$ cat config.mk
export PLATFORM = sky130hd
export DESIGN_NAME = gpic_top
export DESIGN_NICKNAME = d
export VERILOG_FILES = /design/src/gpic_pkg.sv /design/src/gpic_top.sv /design/src/gpic_arbiter.sv /design/src/gpic_bank_stack.sv
export VERILOG_INCLUDE_DIRS = /design/src
export SDC_FILE = /design/constraint.sdc
export NUM_CORES = 1
export LEC_CHECK = 0
export BUFFER_PORTS_ARGS = -buffer_cell sky130_fd_sc_hd__buf_2
export CAP_MARGIN = 40
export CORE_ASPECT_RATIO = 1.5
export CORE_MARGIN = 3
export CORE_UTILIZATION = 50
export DETAILED_ROUTE_END_ITERATION = 12
export GPL_TIMING_DRIVEN = 0
export HOLD_SLACK_MARGIN = 0.12
export PLACE_DENSITY = 0.76
export SLEW_MARGIN = 25
export SYNTH_ARGS = -nofsm -noshare
export SYNTH_HDL_FRONTEND = slang
export SYNTH_HIERARCHICAL = 1
export SYNTH_SLANG_ARGS = --single-unit
$ cat constraint.sdc
create_clock -name clk_i -period 3.1 [get_ports clk_i]
set_clock_uncertainty 0.05 [all_clocks]
set_input_delay 0.465 -clock clk_i [delete_from_list [all_inputs] [get_ports clk_i]]
set_output_delay 0.465 -clock clk_i [all_outputs]
set_load 0.005 [all_outputs]
$ cat src/gpic_regs.svh
// Purpose: Offsets, field positions, reset values and constants of the interrupt controller
// Assumes: Included by every design module and by the bench
// Notes:   Definitions only
`ifndef GPIC_REGS_SVH
`define GPIC_REGS_SVH

// Register offsets on the special function register port
`define GPIC_OFS_PRIO_HIGH     8'hAC
`define GPIC_OFS_PRIO_LOW      8'hB8
`define GPIC_OFS_EXTRA_STATUS  8'hC8

// Reset values
`define GPIC_RST_PRIO          6'h00
`define GPIC_RST_STATUS        8'h00
`define GPIC_RST_BANK          8'h00
`define GPIC_RST_SP            8'h00

// Extra status register bit positions
`define GPIC_XS_CHANNEL_CHANGE 7
`define GPIC_XS_WAKEUP         6
`define GPIC_XS_EXT1           1
`define GPIC_XS_EXT0           0
`define GPIC_XS_IMPL_MASK      8'hC3

// Source indices fed by the extra status register
`define GPIC_SRC_EXT0          5'd7
`define GPIC_SRC_EXT1          5'd9
`define GPIC_SRC_CHANNEL       5'd15
`define GPIC_SRC_WAKEUP        5'd23

// Source positions and structure
`define GPIC_NUM_SOURCES       24
`define GPIC_NUM_GROUPS        6
`define GPIC_NUM_REGS          4
`define GPIC_UNIMPL_MASK       24'h3C3040
`define GPIC_OWNED_MASK        24'h808280

// Vector table layout
`define GPIC_VEC_BASE          16'h0003
`define GPIC_VEC_GAP_INDEX     5'd14
`define GPIC_VEC_GAP_SLOTS     6'd2

// Bank register layout
`define GPIC_BANK_NEXT_HI      7
`define GPIC_BANK_NEXT_LO      4
`define GPIC_BANK_CUR_HI       3
`define GPIC_BANK_CUR_LO       0

`endif

$ cat src/gpic_pkg.sv
// Purpose: Types shared by the interrupt controller modules
// Assumes: Constants come from gpic_regs.svh
// Notes:   Each module keeps its state in one packed struct, apart from the reset synchroniser in gpic_top
package gpic_pkg;

   typedef enum logic [2:0] {
      BK_IDLE,
      BK_SAVE,
      BK_RDEC,
      BK_READ,
      BK_LOAD
   } gpic_bank_state_type;

   typedef struct packed {
      gpic_bank_state_type state;
      logic [7:0]          sp;
      logic [7:0]          bank;
      logic [7:0]          addr;
      logic [7:0]          wdata;
      logic                we;
      logic                re;
   } gpic_bank_type;

   typedef struct packed {
      logic                valid;
      logic [4:0]          idx;
      logic [1:0]          level;
      logic [15:0]         vector;
   } gpic_arb_type;

   typedef struct packed {
      logic [5:0]          prio_high;
      logic [5:0]          prio_low;
      logic [7:0]          xstat;
      logic [3:0]          active;
      logic [7:0]          rdata;
   } gpic_top_type;

endpackage

$ cat src/gpic_top.sv
// Purpose: Grouped four-level interrupt controller with vectoring and bank stacking
// Assumes: All request and event inputs come from logic on clk_i
// Notes:   Enable registers and the main status flags live outside this block
`timescale 1ns/1ps
`include "gpic_regs.svh"

// Summary of operation
// RULE1 - Twenty-four source positions sorted into groups
// RULE2 - Group is source bit position in enable register
// RULE3 - Group level from high and low priority registers
// RULE4 - Bit pair selects level zero to three
// RULE5 - Priority bits seven and six read zero
// RULE6 - Only strictly higher level preempts running service
// RULE7 - Higher level wins among simultaneous requests
// RULE8 - Equal or lower level never interrupts service
// RULE9 - Same level ties follow fixed scan order
// RULE10 - Service is a long call to vector
// RULE11 - Vectors eight bytes apart with fixed gap
// RULE12 - Channel change flag set by hardware, software clears
// RULE13 - Converter wake-up flag set by hardware, software clears
// RULE14 - Extra external flags set by pin events
// RULE15 - Entry writes bank register to stack, increments
// RULE16 - After save, interrupt bank copied into both fields
// RULE17 - Return decrements, reads stack into bank register
// RULE18 - Latched flags stay pending until software clears
// RULE19 - Return clears only the highest active level
// RULE20 - Only enabled, implemented sources take part
module gpic_top (
   // Clock and reset
   input  wire logic        clk_i,
   input  wire logic        resetn_i,
   // Special function register port
   input  wire logic [7:0]  sfr_addr_i,
   input  wire logic [7:0]  sfr_wdata_i,
   input  wire logic        sfr_wr_i,
   input  wire logic        sfr_rd_i,
   output logic [7:0]       sfr_rdata_o,
   // Enable registers held in the core
   input  wire logic [7:0]  enable_reg_a_i,
   input  wire logic [7:0]  enable_reg_b_i,
   input  wire logic [7:0]  enable_reg_c_i,
   input  wire logic [7:0]  enable_reg_d_i,
   // Request flags of the other sources, by source index
   input  wire logic [23:0] src_req_i,
   // Events for the extra status register
   input  wire logic        channel_change_evt_i,
   input  wire logic        converter_wakeup_evt_i,
   input  wire logic        extra_ext0_evt_i,
   input  wire logic        extra_ext1_evt_i,
   // Core handshake
   output logic             irq_req_o,
   output logic [15:0]      irq_vector_o,
   output logic [1:0]       irq_level_o,
   output logic [4:0]       irq_source_o,
   input  wire logic        irq_ack_i,
   input  wire logic        return_from_interrupt_instr_i,
   output logic [3:0]       active_levels_o,
   // Memory extension
   input  wire logic [3:0]  interrupt_bank_i,
   output logic [7:0]       current_bank_reg_o,
   output logic [7:0]       bank_stack_pointer_o,
   output logic             bank_busy_o,
   // External stack memory
   output logic [7:0]       stack_address_bus_o,
   output logic [7:0]       stack_data_out_o,
   output logic             stack_write_o,
   output logic             stack_read_o,
   input  wire logic [7:0]  stack_data_in_i
);
   import gpic_pkg::*;

   logic [1:0]   rst_sync_reg;
   logic         rst_n;
   gpic_top_type st_reg;
   gpic_top_type st_next;
   gpic_arb_type arb;
   logic [23:0]  enables;
   logic [23:0]  owned;
   logic [23:0]  pending;
   logic [23:0]  eligible;
   logic         allowed;
   logic         take;
   logic         leave;
   logic [3:0]   set_evt;
   logic [3:0]   top_active;

   // Release of reset is synchronised, assertion stays asynchronous
   always_ff @(posedge clk_i or negedge resetn_i) begin
      if (!resetn_i) begin
         rst_sync_reg <= 2'b00;
      end else begin
         rst_sync_reg <= {rst_sync_reg[0], 1'b1};
      end
   end
   assign rst_n = rst_sync_reg[1];

   // Priority levels and the highest active level
   function automatic logic lvl_above_active(input logic [1:0] lvl, input logic [3:0] act);
      return ((act >> lvl) == 4'h0);
   endfunction

   function automatic logic [3:0] highest_bit(input logic [3:0] act);
      logic [3:0] r;
      r = 4'h0;
      for (int i = 0; i < 4; i++) begin
         if (act[i]) begin
            r = 4'(1 << i);
         end
      end
      return r;
   endfunction

   // Map the extra status flags onto their source positions
   always_comb begin
      owned                   = 24'h000000;
      owned[`GPIC_SRC_EXT0]   = st_reg.xstat[`GPIC_XS_EXT0];
      owned[`GPIC_SRC_EXT1]   = st_reg.xstat[`GPIC_XS_EXT1];
      owned[`GPIC_SRC_CHANNEL] = st_reg.xstat[`GPIC_XS_CHANNEL_CHANGE];
      owned[`GPIC_SRC_WAKEUP] = st_reg.xstat[`GPIC_XS_WAKEUP];
   end

   assign enables  = {enable_reg_d_i[5:0], enable_reg_c_i[5:0],
                      enable_reg_b_i[5:0], enable_reg_a_i[5:0]};
   // Flags are levels held until cleared, so a late poll still sees them
   assign pending  = (src_req_i & ~`GPIC_OWNED_MASK) | owned; // RULE18
   assign eligible = pending & enables & ~`GPIC_UNIMPL_MASK; // RULE20

   gpic_arbiter u_arbiter (
      .clk_i       (clk_i),
      .rst_n_i     (rst_n),
      .req_i       (eligible),
      .prio_high_i (st_reg.prio_high),
      .prio_low_i  (st_reg.prio_low),
      .arb_o       (arb)
   );

   // Arbiter picks the top level, so testing only that level is enough
   assign allowed   = lvl_above_active(arb.level, st_reg.active); // RULE6 RULE8
   // Withheld while the bank unit is busy, so stack traffic never overlaps;
   // a stale pick whose flag was just cleared is dropped, and a return is never lost to a same-cycle acknowledge
   assign irq_req_o = arb.valid && eligible[arb.idx] && allowed && !bank_busy_o // RULE20
                      && !sfr_wr_i && !return_from_interrupt_instr_i;
   assign take      = irq_req_o && irq_ack_i;
   assign leave     = return_from_interrupt_instr_i && !bank_busy_o && !take;
   assign top_active = highest_bit(st_reg.active);

   assign set_evt = {channel_change_evt_i, converter_wakeup_evt_i,
                     extra_ext1_evt_i, extra_ext0_evt_i};

   always_comb begin
      st_next = st_reg;
      // Register writes
      if (sfr_wr_i) begin
         if (sfr_addr_i == `GPIC_OFS_PRIO_HIGH) begin
            st_next.prio_high = sfr_wdata_i[5:0]; // RULE3
         end else if (sfr_addr_i == `GPIC_OFS_PRIO_LOW) begin
            st_next.prio_low = sfr_wdata_i[5:0]; // RULE3
         end else if (sfr_addr_i == `GPIC_OFS_EXTRA_STATUS) begin
            st_next.xstat = sfr_wdata_i & `GPIC_XS_IMPL_MASK;
         end
      end
      // Hardware set wins over a software clear in the same cycle
      if (set_evt[3]) begin
         st_next.xstat[`GPIC_XS_CHANNEL_CHANGE] = 1'b1; // RULE12
      end
      if (set_evt[2]) begin
         st_next.xstat[`GPIC_XS_WAKEUP] = 1'b1; // RULE13
      end
      if (set_evt[1]) begin
         st_next.xstat[`GPIC_XS_EXT1] = 1'b1; // RULE14
      end
      if (set_evt[0]) begin
         st_next.xstat[`GPIC_XS_EXT0] = 1'b1; // RULE14
      end
      // Level-active flags
      if (take) begin
         st_next.active = st_reg.active | 4'(1 << arb.level); // RULE6
      end else if (leave) begin
         st_next.active = st_reg.active & ~top_active; // RULE19
      end
      // Register reads, unused bits and unmapped addresses give zero
      if (sfr_rd_i) begin
         if (sfr_addr_i == `GPIC_OFS_PRIO_HIGH) begin
            st_next.rdata = {2'b00, st_reg.prio_high}; // RULE5
         end else if (sfr_addr_i == `GPIC_OFS_PRIO_LOW) begin
            st_next.rdata = {2'b00, st_reg.prio_low}; // RULE5
         end else if (sfr_addr_i == `GPIC_OFS_EXTRA_STATUS) begin
            st_next.rdata = st_reg.xstat;
         end else begin
            st_next.rdata = 8'h00;
         end
      end
   end

   always_ff @(posedge clk_i or negedge rst_n) begin
      if (!rst_n) begin
         st_reg           <= '0;
         st_reg.prio_high <= `GPIC_RST_PRIO;
         st_reg.prio_low  <= `GPIC_RST_PRIO;
         st_reg.xstat     <= `GPIC_RST_STATUS;
      end else begin
         st_reg <= st_next;
      end
   end

   gpic_bank_stack u_bank_stack (
      .clk_i                (clk_i),
      .rst_n_i              (rst_n),
      .save_i               (take),
      .restore_i            (leave),
      .interrupt_bank_i     (interrupt_bank_i),
      .stack_address_o      (stack_address_bus_o),
      .stack_data_out_o     (stack_data_out_o),
      .stack_write_o        (stack_write_o),
      .stack_read_o         (stack_read_o),
      .stack_data_in_i      (stack_data_in_i),
      .current_bank_o       (current_bank_reg_o),
      .bank_stack_pointer_o (bank_stack_pointer_o),
      .busy_o               (bank_busy_o)
   );

   assign irq_vector_o    = arb.vector; // RULE10
   assign irq_level_o     = arb.level;
   assign irq_source_o    = arb.idx;
   assign active_levels_o = st_reg.active;
   assign sfr_rdata_o     = st_reg.rdata;
endmodule

$ cat src/gpic_arbiter.sv
// Purpose: Picks the pending source with the highest level, ties broken by scan order
// Assumes: Requests already masked by enables; one cycle of latency to the result
// Notes:   Result is registered so the vector leaves on flip-flops
`timescale 1ns/1ps
`include "gpic_regs.svh"
module gpic_arbiter (
   // Clock and reset
   input  wire logic               clk_i,
   input  wire logic               rst_n_i,
   // Requests and levels
   input  wire logic [23:0]        req_i,
   input  wire logic [5:0]         prio_high_i,
   input  wire logic [5:0]         prio_low_i,
   // Chosen request
   output gpic_pkg::gpic_arb_type  arb_o
);
   import gpic_pkg::*;

   gpic_arb_type arb_reg;
   gpic_arb_type arb_next;

   function automatic logic [2:0] src_group(input logic [4:0] idx);
      return 3'(idx % 5'd6);
   endfunction

   function automatic logic [15:0] src_vector(input logic [4:0] idx);
      logic [5:0] slot;
      slot = (idx < `GPIC_VEC_GAP_INDEX) ? {1'b0, idx} : 6'({1'b0, idx}) + `GPIC_VEC_GAP_SLOTS;
      return `GPIC_VEC_BASE + {7'h00, slot, 3'h0}; // RULE11
   endfunction

   always_comb begin
      logic [4:0] idx;
      logic [2:0] grp;
      logic [1:0] lvl;
      idx = 5'd0;
      grp = 3'd0;
      lvl = 2'd0;
      arb_next = '0;
      // Walk backwards so the earliest scan position wins a tie
      for (int p = `GPIC_NUM_SOURCES - 1; p >= 0; p--) begin
         idx = 5'((p % `GPIC_NUM_REGS) * `GPIC_NUM_GROUPS + p / `GPIC_NUM_REGS); // RULE2
         grp = src_group(idx); // RULE1
         lvl = {prio_high_i[grp], prio_low_i[grp]}; // RULE3 RULE4
         if (req_i[idx] && (!arb_next.valid || lvl >= arb_next.level)) begin // RULE7 RULE9
            arb_next.valid = 1'b1;
            arb_next.idx   = idx;
            arb_next.level = lvl;
         end
      end
      arb_next.vector = src_vector(arb_next.idx); // RULE10
   end

   always_ff @(posedge clk_i or negedge rst_n_i) begin
      if (!rst_n_i) begin
         arb_reg <= '0;
      end else begin
         arb_reg <= arb_next;
      end
   end

   assign arb_o = arb_reg;
endmodule

$ cat src/gpic_bank_stack.sv
// Purpose: Saves the bank register to external stack on entry, restores it on return
// Assumes: Stack memory returns read data in the cycle after it sees the read strobe
// Notes:   Save takes 2 cycles, restore takes 4; requests while busy are ignored
`timescale 1ns/1ps
`include "gpic_regs.svh"
module gpic_bank_stack (
   // Clock and reset
   input  wire logic       clk_i,
   input  wire logic       rst_n_i,
   // Sequence requests
   input  wire logic       save_i,
   input  wire logic       restore_i,
   input  wire logic [3:0] interrupt_bank_i,
   // External stack memory
   output logic [7:0]      stack_address_o,
   output logic [7:0]      stack_data_out_o,
   output logic            stack_write_o,
   output logic            stack_read_o,
   input  wire logic [7:0] stack_data_in_i,
   // State
   output logic [7:0]      current_bank_o,
   output logic [7:0]      bank_stack_pointer_o,
   output logic            busy_o
);
   import gpic_pkg::*;

   gpic_bank_type st_reg;
   gpic_bank_type st_next;

   always_comb begin
      st_next    = st_reg;
      st_next.we = 1'b0;
      st_next.re = 1'b0;
      case (st_reg.state)
         BK_IDLE: begin
            if (save_i) begin
               st_next.wdata = st_reg.bank; // RULE15
               st_next.addr  = st_reg.sp; // RULE15
               st_next.we    = 1'b1; // RULE15
               st_next.state = BK_SAVE;
            end else if (restore_i) begin
               st_next.sp    = st_reg.sp - 8'h01; // RULE17
               st_next.state = BK_RDEC;
            end
         end
         BK_SAVE: begin
            st_next.sp    = st_reg.sp + 8'h01; // RULE15
            st_next.bank  = {interrupt_bank_i, interrupt_bank_i}; // RULE16
            st_next.state = BK_IDLE;
         end
         BK_RDEC: begin
            st_next.addr  = st_reg.sp; // RULE17
            st_next.re    = 1'b1; // RULE17
            st_next.state = BK_READ;
         end
         BK_READ: begin
            st_next.state = BK_LOAD;
         end
         BK_LOAD: begin
            st_next.bank  = stack_data_in_i; // RULE17
            st_next.state = BK_IDLE;
         end
         default: begin
            st_next.state = BK_IDLE;
         end
      endcase
   end

   always_ff @(posedge clk_i or negedge rst_n_i) begin
      if (!rst_n_i) begin
         st_reg       <= '0;
         st_reg.state <= BK_IDLE;
         st_reg.sp    <= `GPIC_RST_SP;
         st_reg.bank  <= `GPIC_RST_BANK;
      end else begin
         st_reg <= st_next;
      end
   end

   assign stack_address_o      = st_reg.addr;
   assign stack_data_out_o     = st_reg.wdata;
   assign stack_write_o        = st_reg.we;
   assign stack_read_o         = st_reg.re;
   assign current_bank_o       = st_reg.bank;
   assign bank_stack_pointer_o = st_reg.sp;
   assign busy_o               = (st_reg.state != BK_IDLE);
endmodule

==> Word level (Yosys, flattened, before mapping) <==
Cells that the tools add are included.
{ "word_totals": {"regBits": 91, "in_bits": 94, "wordCells": 200} }
{ "classes": {"add_sub_neg": 4, "magnitude_cmp": 18, "n_eq_ne": 19, "shifts": 2, "muxes": 47, "n_bitwise": 6, "reduce_logical": 84} }
{ "ops": {"columns": ["operator", "n"], "rows": [
  ["2-to-1 mux 8 bit", 25],
  ["one-hot mux 8 bit (2 select lines)", 3],
  ["greater-or-equal comparator 2 bit", 16],
  ["AND 24 bit", 1],
  ["equality test 8 bit, second input constant", 3],
  ["logical AND 1 bit", 24],
  ["OR 23 x 24 -> 24 bit", 1],
  ["nonzero test 2 bit", 12],
  ["inequality test 2 bit, second input constant", 11],
  ["logical NOT 1 bit", 20],
  ["2-to-1 mux 4 bit", 5],
  ["2-to-1 mux 17 bit", 1],
  ["logical OR 1 bit", 16],
  ["AND reduction 4 bit", 4],
  ["2-to-1 mux 11 bit", 1],
  ["adder 2 x 9 -> 10 bit, first input constant", 1],
  ["one-hot mux 3 bit (3 select lines)", 1],
  ["adder 8 x 1 -> 8 bit, second input constant", 1],
  ["2-to-1 mux 1 bit", 8],
  ["subtractor 8 x 1 -> 8 bit, second input constant", 1],
  ["adder 5 x 2 -> 6 bit, second input constant", 1],
  ["equality test 3 x 2 -> 1 bit, second input constant", 2],
  ["less-than comparator 5 x 6 -> 1 bit, second input constant", 1],
  ["2-to-1 mux 6 bit", 1],
  ["other kinds (17)", 20]
]} }

==> Logic depth before layout (Yosys ltp) <==
Gate-level depths: netlist of the first run.
{ "logic_depth": {"ltp_word": 70, "depth_mapped": 140, "depth_no_buf": 139} }

==> Hierarchy <==
Netlist of the first run, hierarchy kept.
{ "by_module_without_submodules": {"columns": ["mod", "instances", "cells_each", "area_per_inst_um2"], "rows": [
  ["gpic_arbiter", 1, 371, 2812.7],
  ["gpic_bank_stack", 1, 189, 2058.2],
  ["gpic_top", 1, 178, 1791.7]
]} }

==> Least setup slack after synthesis of the first run <==
No wires, ideal clock.
{ "synth_path": {"path_type": "input -> register", "startpoint": "input enable_reg_d_i[5]", "endpoint": "register u_arbiter.arb_reg (netlist bit u_arbiter/arb_o[5])", "setup_time_ns": 0.128, "t_arrival_ns": 18.050, "required_ns": 2.922, "slack_ns": -15.128, "cell_stages": 94, "path_buffers": 1, "path_cell_list": "and2_1 > nor4_2 > nor2_1 > ha_1 > nor2b_1 > o211ai_1 > nand2_1 > nand2_1 > o21ai_0 > ha_1 > nor2b_1 > o211a_2 > a211oi_1 > a21oi_1 > ha_1 > nand2b_1 > o21bai_1 > a21oi_1 > [58 not listed] > ha_1 > nand2b_1 > o211ai_1 > o31ai_1 > a221oi_1 > and3_1 > mux2_4 > mux2_4 > ha_1 > nand2b_1 > a21o_1 > o21ai_0 > o21ai_0 > a31oi_1 > ha_1 > inv_1 > o21ai_2 > mux2_1"} }
{ "synth_rtl": {"columns": ["item", "line", "rtl"], "rows": [
  ["from (decl)", "gpic_top.sv:42", "input wire logic [7:0] enable_reg_d_i,"],
  ["to (signal assigned)", "gpic_arbiter.sv:58", "arb_reg <= arb_next;"],
  ["to (decl)", "gpic_arbiter.sv:19", "gpic_arb_type arb_reg;"]
]} }

==> results.txt, run 1 <==
The detailed router placed 6438 vias in this run. The routability-driven placement congestion ratio came out at 0.9435. Counting flops and latches in the post-synthesis netlist gives 81.

The final reports fail on negative setup slack. After the last flow step, the layout net total stands at 1094. The tools report the number of global-route vias before repair as 6210. The die covers 14770 um^2.

Among all flip-flop cells after synthesis, the most frequent one is sky130_fd_sc_hd__dfrtp_1. The tools report the sequential-to-total area share from yosys stat as 0.3042. The initial cell density of the core came out at 0.5118. The layout has 1045 filler cells.

The worst setup path is captured at a flip-flop. The longest clock path from root to sink contains 2 buffers. At the pin with the least slew margin, the transition time is 0.8640 ns.

In the final routed layout, each cell accounts on average for 16.50 um. Summed over all failing endpoints, the final setup total negative slack is -151.55 ns. The logs give 5 for the detailed-router iteration count before antenna repair and 0.34 ns for the clock latency at the later pin of the worst-skew pair. The number of placed instances with taps included is 1056, and the post-synthesis area per instance is 9.028 um^2.

The clock-pin slew on the worst setup and hold paths works out to 0.06 ns. The count of buffers added on input and output ports is 128. The worst path setup slack after routing came out at -14.05 ns.

The logs give 0.4191 for the worst relative slew slack and 8976 um^2 for the final instance area. The run gives 738 as the post-synthesis cell count. The kind of start point of the critical path is a flip-flop. The height of the die was 147.4 um; the largest stage delay on the critical path was 0.42 ns. In this run the power density over the cells is 572.0 nW/um^2. The run gives 0 as the max-cap check violation count.

The power after layout was 5.135 mW; the number of standard-cell rows in the floorplan was 51. The kind of cell adding the most delay to the critical path is compound AO/OA/AOI/OAI gates. The run gives 1131 as the number of standard cells in the final layout excluding fillers. 165 I/O pins were placed. The fraction of layout cells with a size suffix above 1 was 0.4280; the highest attainable clock frequency was 58.30 MHz.

After detailed routing, the number of remaining DRC violations is 0. In this run, synthesis inferred 0 flip-flops with an integrated enable. Across all hold checks on the routed design, the worst slack comes to 0.2523 ns. The overall routing resource usage was 0.2505.

Number of hold-slack violations in the final timing report: 0. TritonCTS built the clock tree. The final number of max-transition violations is 0. Counting stages on the worst path, the most repeated cell is sky130_fd_sc_hd__nand2_2. Setup repair after global routing could not meet its margin everywhere.

The region available for standard cell placement spans 13020 um^2. The initial antenna violation count came out at 1. Maximum fanout along the worst path: 5. The clock tree synthesis step divided the H-tree into 3 levels. The run gives 96 as the distinct cell type count of the synthesized netlist.

Classification of the worst setup path: flip-flop to flip-flop. The logs give 81 for the number of clock sinks and 0.3480 mV for the largest voltage drop on the vdd net. Entering global routing, the biggest net connects 43 pins. The combined buffer and inverter count along the critical path is 2. In this run the cell area measured after placement is 7890 um^2. The flow ran to the end, but the final reports show violations. The analysis attributes to cell leakage a power of 4.258 nW. CTS placed an instance of sky130_fd_sc_hd__clkbuf_16 at the clock tree root. Subtracting the final worst setup slack from the clock period gives 17.15 ns.

The x dimension of the die works out to 100.3 um. The total wirelength of the detailed-routed design is 18.67 mm, and the number of CTS-inserted buffers is 9. The post-synthesis instance area is 6663 um^2, and the mean number of vias per cell is 5.692. Data arrives at the worst endpoint at 17.32 ns.

Detailed placement ended at an HPWL of 13.85 mm. The worst hold path class is flip-flop to asynchronous set/reset pin. Remaining antenna violation count after routing: 0. By area the synthesized netlist is led by sky130_fd_sc_hd__dfrtp_1 30%, sky130_fd_sc_hd__buf_4 6.4%, sky130_fd_sc_hd__ha_1 6.0%. The first-pass GRT wire length came out at 29.84 mm.

The number of endpoints failing setup at the final stage was 12; the data required time of the critical path was 3.27 ns. Part of the cycle the worst path needs: 5.533. The slowest stage of the critical path belongs to the cell sky130_fd_sc_hd__dfrtp_1. The area fraction of the dominant cell type after synthesis was 0.3042. For the number of warnings reported in the yosys synthesis log, the log shows 6. Number of flip-flops under the largest register name: 14. From synthesis to final layout, the design area changed by 34.72%. Global routing finished with a remaining overflow of 0.

The fraction of registers with async set/reset came out at 1.000. The biggest area contributor in the post-synthesis netlist is sky130_fd_sc_hd__dfrtp_1. In this run, the number of DRC markers left after iteration 0 of detailed routing was 331. 0 antenna diodes ended up in the layout.
## synthesized netlist by cell type (8+ instances only)
library cell               count
sky130_fd_sc_hd__a22oi_1      15
sky130_fd_sc_hd__inv_1        42
sky130_fd_sc_hd__nand2b_1     20
sky130_fd_sc_hd__nand3_1      28
sky130_fd_sc_hd__o31ai_1       8
sky130_fd_sc_hd__o211ai_1     10
sky130_fd_sc_hd__o21ai_0      40
sky130_fd_sc_hd__dfrtp_1      81
sky130_fd_sc_hd__clkbuf_1      8
sky130_fd_sc_hd__a31oi_1       9
sky130_fd_sc_hd__nand2_1      65
sky130_fd_sc_hd__nor2_1       46
sky130_fd_sc_hd__mux2_4        8
sky130_fd_sc_hd__ha_1         32
sky130_fd_sc_hd__mux2_2       31
sky130_fd_sc_hd__buf_4        57
sky130_fd_sc_hd__nor2b_1      18
sky130_fd_sc_hd__and2_1       20
sky130_fd_sc_hd__a211oi_1      9
sky130_fd_sc_hd__a21oi_1      26
## power breakdown
group,switching (mW),internal (mW),total (mW),leakage [nW]
logic,1.19,1.24,2.43,3.08
registers,0.224,1.32,1.55,1.02
clock network,0.423,0.734,1.16,0.161
total,1.83,3.30,5.13,4.26
## placed cells by master, fill, tap and decap left out, types with 10 or more instances in the layout
cell type,Yosys,layout
sky130_fd_sc_hd__buf_4,57,111
sky130_fd_sc_hd__mux2_2,31,26
sky130_fd_sc_hd__and2_1,20,14
sky130_fd_sc_hd__o21ai_0,40,27
sky130_fd_sc_hd__nand2b_1,20,12
sky130_fd_sc_hd__inv_1,42,41
sky130_fd_sc_hd__nand3_1,28,25
sky130_fd_sc_hd__dfrtp_1,81,80
sky130_fd_sc_hd__mux2_4,8,14
sky130_fd_sc_hd__nor2b_1,18,15
sky130_fd_sc_hd__a22oi_1,15,15
sky130_fd_sc_hd__nand2_2,1,13
sky130_fd_sc_hd__conb_1,4,34
sky130_fd_sc_hd__nand2_1,65,53
sky130_fd_sc_hd__a21oi_1,26,23
sky130_fd_sc_hd__ha_1,32,26
sky130_fd_sc_hd__buf_2,5,132
sky130_fd_sc_hd__nor2_1,46,43
sky130_fd_sc_hd__o211ai_1,10,10
sky130_fd_sc_hd__o21ai_2,1,10
## layer usage
metal | up-vias | wire [um] | track usage
li1 | 3069 | - | -
met1 | 3050 | 6705 | 0.2764
met2 | 258 | 9913 | 0.4539
met3 | 59 | 1278 | 0.04627
met4 | 2 | 758 | 0.1200
met5 | - | 11 | 0
## metrics by stage
stage	worst slack [ns]	util
after floorplan	-14.04	-
after global placement	-15.64	0.6043
after detailed placement	-15.92	0.6061
final	-14.05	0.6895
after global routing	-14.64	0.6895
after CTS	-13.89	0.6719
## cell families (layout without fill, tap and decap cells)
family	after synthesis	in the layout	synth area share
AOI/OAI and AO/OA	203	203	0.2329
xor gates and xnor gates	5	5	0.006572
adders and majority gates	33	33	0.06310
buffers and inverters	117	321	0.1025
DFF	81	81	0.3042
muxes	50	50	0.08770
other	4	34	0.002253
and+or+nand+nor	245	245	0.2008
## repair_timing
action | in CTS | in global routing
endpoints found under the setup margin | 12 | 12
pin swaps | 47 | 23
hold buffers | 1 | 0
hold endpoints to repair | 2 | 0
buffers inserted | 44 | 14
resized for setup | 36 | 29
## worst register-to-register path: cells and delay by family (launching register included)
kind	cells	cell delay, ns
AOI/OAI and AO/OA	35	5.54
adders and majority gates	14	3.49
and+or+nand+nor	37	4.29
DFF	1	0.42
muxes	10	3.04
buffers and inverters	2	0.19
## worst paths after layout
path | slack (ns) | cells past startpoint | to | start
worst min-delay path | 0.25 | 0 | u_bank_stack/stack_address_o[1]$_DFFE_PN0P_ | rst_sync_reg[1]$_DFF_PN0_
max in group asynchronous | 2.15 | 1 | u_bank_stack/stack_data_out_o[0]$_DFFE_PN0P_ | rst_sync_reg[1]$_DFF_PN0_
worst min register to register | 0.25 | 0 | u_bank_stack/stack_address_o[1]$_DFFE_PN0P_ | rst_sync_reg[1]$_DFF_PN0_
worst max register to register | -14.05 | 98 | u_arbiter/arb_o[5]$_DFF_PN0_ | owned[23]$_DFFE_PN0P_
min in group clk_i | 0.27 | 2 | owned[7]$_DFFE_PN0P_ | extra_ext0_evt_i
worst max-delay path | -14.05 | 98 | u_arbiter/arb_o[5]$_DFF_PN0_ | owned[23]$_DFFE_PN0P_
## final cells by class
class	instances	area [um^2]	share of cell area
inverters	42	157.7	0.01756
clock inverters	5	86.33	0.009618
multi-input cells	570	4607	0.5132
flip-flops and latches	81	2031	0.2262
clock buffers	11	242.7	0.02704
well taps	159	198.9	0.02216
plain buffers	75	535.5	0.05966
repair buffers	188	1117	0.1245
No activity file was read; power rests on OpenSTA's default activity.
==> run 2: changes to the inputs <==
==> constraint.sdc (replaced) <==
create_clock -name clk_i -period 20.8 [get_ports clk_i]
set_clock_uncertainty 0.05 [all_clocks]
set_input_delay 3.12 -clock clk_i [delete_from_list [all_inputs] [get_ports clk_i]]
set_output_delay 3.12 -clock clk_i [all_outputs]
set_load 0.005 [all_outputs]
==> run 2 against run 1 <==
Compared with the run above:
- the flow now finishes without violations
- worst hold slack better by 0.017 ns
- power down 85%
- clock power decreased by 85%
- clock-buffer cell count grew 1
- combinational power shrank 86%
- worst setup slack improved by 15 ns
- wire length decreased by 3.3%
- critical path depth did not move
- core utilization decreased by 2.9 points
- critical path type is now input port to flip-flop
- sequential power down 85%
- critical endpoint unchanged
- final cell count shrank 2.0%
- sequential share of layout area grew 0.98 points
==> results.txt, run 2 (synthesis results as in run 1) <==
The leading cell type in the layout, fill and taps excluded is sky130_fd_sc_hd__buf_2 (unchanged). The kind of cell adding the most delay to the critical path was compound AO/OA/AOI/OAI gates (unchanged). The count of pins on the block boundary was 165 (unchanged). The part of the cycle the worst path needs was 0.9753. The kind of start point of the critical path is an input port (was a flip-flop). X dimension of the die: 100.3 um (unchanged). For the reported leakage power, the log shows 4.090 nW (was 4.258 nW). The mean number of vias per cell works out to 5.693 (was 5.692). The highest attainable clock frequency was 49.30 MHz. The number of hold-slack violations in the final timing report was 0 (unchanged). Combined buffer and inverter count along the critical path: 2 (unchanged). The run finished with clean final reports. The detailed-router iteration count before antenna repair was 8 (was 5); the number of standard-cell rows in the floorplan was 51 (unchanged). TritonCTS built the clock tree. The average wire length per cell after detail routing works out to 16.29 um (was 16.50 um). The launching instance or port of the critical path is enable_reg_d_i[5] (was owned[23]$_DFFE_PN0P_). The classification of the worst setup path was input port to flip-flop (was flip-flop to flip-flop). The logs give 5894 (was 6210) for the number of global-route vias before repair and 0 (unchanged) for the leftover overflow at the end of global routing.

The tools report the residual DRC count as 0 (unchanged). The power after layout is 0.7514 mW (was 5.135 mW). The height of the die came out at 147.4 um (unchanged).

The layout overhead on the synthesized area works out to 29.15% (was 34.72%). The routability-driven placement congestion ratio came out at 0.9246 (was 0.9435). The tools report the max-cap check violation count as 0 (unchanged). Worst relative slew slack: 0.5233 (was 0.4191). The logs give 14770 um^2 (unchanged) for the floorplan die area and 0.5118 (unchanged) for the initial cell density of the core. The tools report the nature of the critical path endpoint as a flip-flop (unchanged). The clock latency at the later pin of the worst-skew pair came out at 0.33 ns (was 0.34 ns).

The H-tree depth reported by CTS was 3 (unchanged); the final-layout worst hold slack was 0.2692 ns (was 0.2523 ns). The tools report the met1 layer usage reported by global route as 0.2684 (was 0.2764). The logs give 28.03 mm (was 29.84 mm) for the first-pass GRT wire length and 0.02550 (was 0.04627) for the met3 global-route usage. The run gives 0 (unchanged) as the remaining antenna violation count after routing. The clock-pin slew on the worst setup and hold paths was 0.06 ns (about the same); the final number of max-transition violations was 0 (unchanged). The largest voltage drop on the vdd net is 0.05091 mV (was 0.3480 mV). Core area: 13020 um^2 (unchanged).

The master of the slowest instance on the critical path is sky130_fd_sc_hd__nor4_4 (was sky130_fd_sc_hd__dfrtp_1). The number of endpoints failing setup at the final stage is 0 (was 12). Worst hold path class: flip-flop to asynchronous set/reset pin (unchanged).

Commonest non-fill, non-tap cells in the layout: 132 x sky130_fd_sc_hd__buf_2, 93 x sky130_fd_sc_hd__buf_4, 80 x sky130_fd_sc_hd__dfrtp_1, 61 x sky130_fd_sc_hd__nand2_1, 43 x sky130_fd_sc_hd__nor2_1 (was 132 x sky130_fd_sc_hd__buf_2, 111 x sky130_fd_sc_hd__buf_4, 80 x sky130_fd_sc_hd__dfrtp_1, 53 x sky130_fd_sc_hd__nand2_1, 43 x sky130_fd_sc_hd__nor2_1). Layer carrying the most global-route usage: met2 (unchanged). The power per unit of standard cell area was 87.33 nW/um^2 (was 572.0 nW/um^2); the number of nets in the layout was 1071 (was 1094). The data required time of the critical path came out at 20.97 ns (was 3.27 ns). The overall routing resource usage was 0.2331 (was 0.2505).

The initial antenna violation count came out at 0 (was 1). The maximum number of buffers from clock root to sink was 2 (unchanged); the arrival time at the worst endpoint was 20.46 ns (was 17.32 ns). The maximum fanout along the worst path works out to 7 (was 5). For the number of clock sinks, the log shows 81 (unchanged). The tools report the number of CTS-inserted buffers as 9 (unchanged). The run gives 42 (was 43) as the maximum number of pins on one net before global-route repair. The beginning of the worst register-to-register path is owned[23]$_DFFE_PN0P_ (unchanged).

The clock period could shrink to 20.29 ns. The number of flip-flops under the largest register name is 14 (unchanged), and the total via count after detailed routing is 6308 (was 6438). The number of input and output port buffers inserted is 128 (unchanged), and the diode insertion count for antenna repair is 0 (unchanged). The slew at the pin with the worst max-slew slack works out to 0.6970 ns (was 0.8640 ns). The clock tree root buffer cell was sky130_fd_sc_hd__clkbuf_16 (unchanged). The total wirelength of the detailed-routed design came out at 18.05 mm (was 18.67 mm). The run gives 377 (was 331) as the DRC violation total after the first TritonRoute iteration. The placed wire-length estimate is 13.57 mm (was 13.85 mm), and the fraction of layout cells with a size suffix above 1 is 0.3878 (was 0.4280). The largest stage delay on the critical path was 0.35 ns (was 0.42 ns). The tools report the met2 demand-to-capacity share in global routing as 0.4316 (was 0.4539).
==> run 2: cell count changes in the layout (fill, tap and decap cells not counted), moves of 4 or more <==
cell                      change
sky130_fd_sc_hd__o21ai_1      +5
sky130_fd_sc_hd__buf_4       -18
sky130_fd_sc_hd__buf_6        -4
sky130_fd_sc_hd__nand2_2      -8
sky130_fd_sc_hd__nand2_1      +8
sky130_fd_sc_hd__o21ai_4      -4
==> run 2: stage by stage <==
stage	TNS, ns	area, um^2	cells	utilization	worst slack [ns]
finish	0	8605	1108	0.6610	0.5143
global placement	-17.03	7624	1055	0.5856	-2.115
CTS	0	8204	1084	0.6302	0.03598
global route	-0.7584	8605	1108	0.6610	-0.2982
floorplan	0	6784	768	-	0.07339
detailed placement	-18.65	7647	1056	0.5875	-2.250
==> run 2: path summary, 6_finish.rpt <==
| path | end | slack, ns | cells after the start |
|---|---|---|---|
| min in group clk_i | rst_sync_reg[1]$_DFF_PN0_ | 0.31 | 0 |
| worst min register to register | u_arbiter/arb_o[6]$_DFF_PN0_ | 0.27 | 0 |
| worst max register to register | u_arbiter/arb_o[5]$_DFF_PN0_ | 3.03 | 97 |
| worst max-delay path | u_arbiter/arb_o[5]$_DFF_PN0_ | 0.51 | 98 |
| max in group asynchronous | rst_sync_reg[1]$_DFF_PN0_ | 18.08 | 1 |
| worst min-delay path | u_arbiter/arb_o[6]$_DFF_PN0_ | 0.27 | 0 |
==> run 2: area by class of cell <==
type | count | area, um^2
Buffer | 75 | 531.8
Multi-Input combinational cell | 570 | 4423
Fill cell | 1077 | 4413
Clock buffer | 12 | 256.5
Timing Repair Buffer | 165 | 930.9
Tap cell | 159 | 198.9
Sequential cell | 81 | 2031
Clock inverter | 4 | 75.07
Inverter | 42 | 157.7
==> run 2: worst reg2reg max path, delay by kind of cell, from the launching register on <==
family	cells	cell delay (ns)
AND/OR/NAND/NOR	36	4.79
AO/OA/AOI/OAI	37	5.88
buffers and inverters	1	0.14
adder cells (fa/ha/maj)	13	3.35
flip-flops	1	0.39
multiplexers	10	3.05
==> run 2: layer usage <==
| layer | share of wire | wire, um | vias to the layer above |
|---|---|---|---|
| met2 | 0.53 | 9494 | 233 |
| met1 | 0.39 | 6989 | 3021 |
| li1 | - | - | 3008 |
| met3 | 0.056 | 1005 | 46 |
| met4 | 0.031 | 563 | 0 |
| met5 | 0 | 0 | - |
==> run 2: report_power, final <==
| part | switching, mW | internal [mW] |
|---|---|---|
| clock | 0.0609 | 0.112 |
| combinational | 0.171 | 0.177 |
| sequential | 0.0331 | 0.197 |
==> run 2: repair_timing <==
item                                   CTS  global route
setup endpoints to repair               11            11
hold buffers                             0             0
buffers inserted                        12            24
pin swaps                               13            38
gates resized for setup                 33            53
endpoints found under the hold margin    0             0
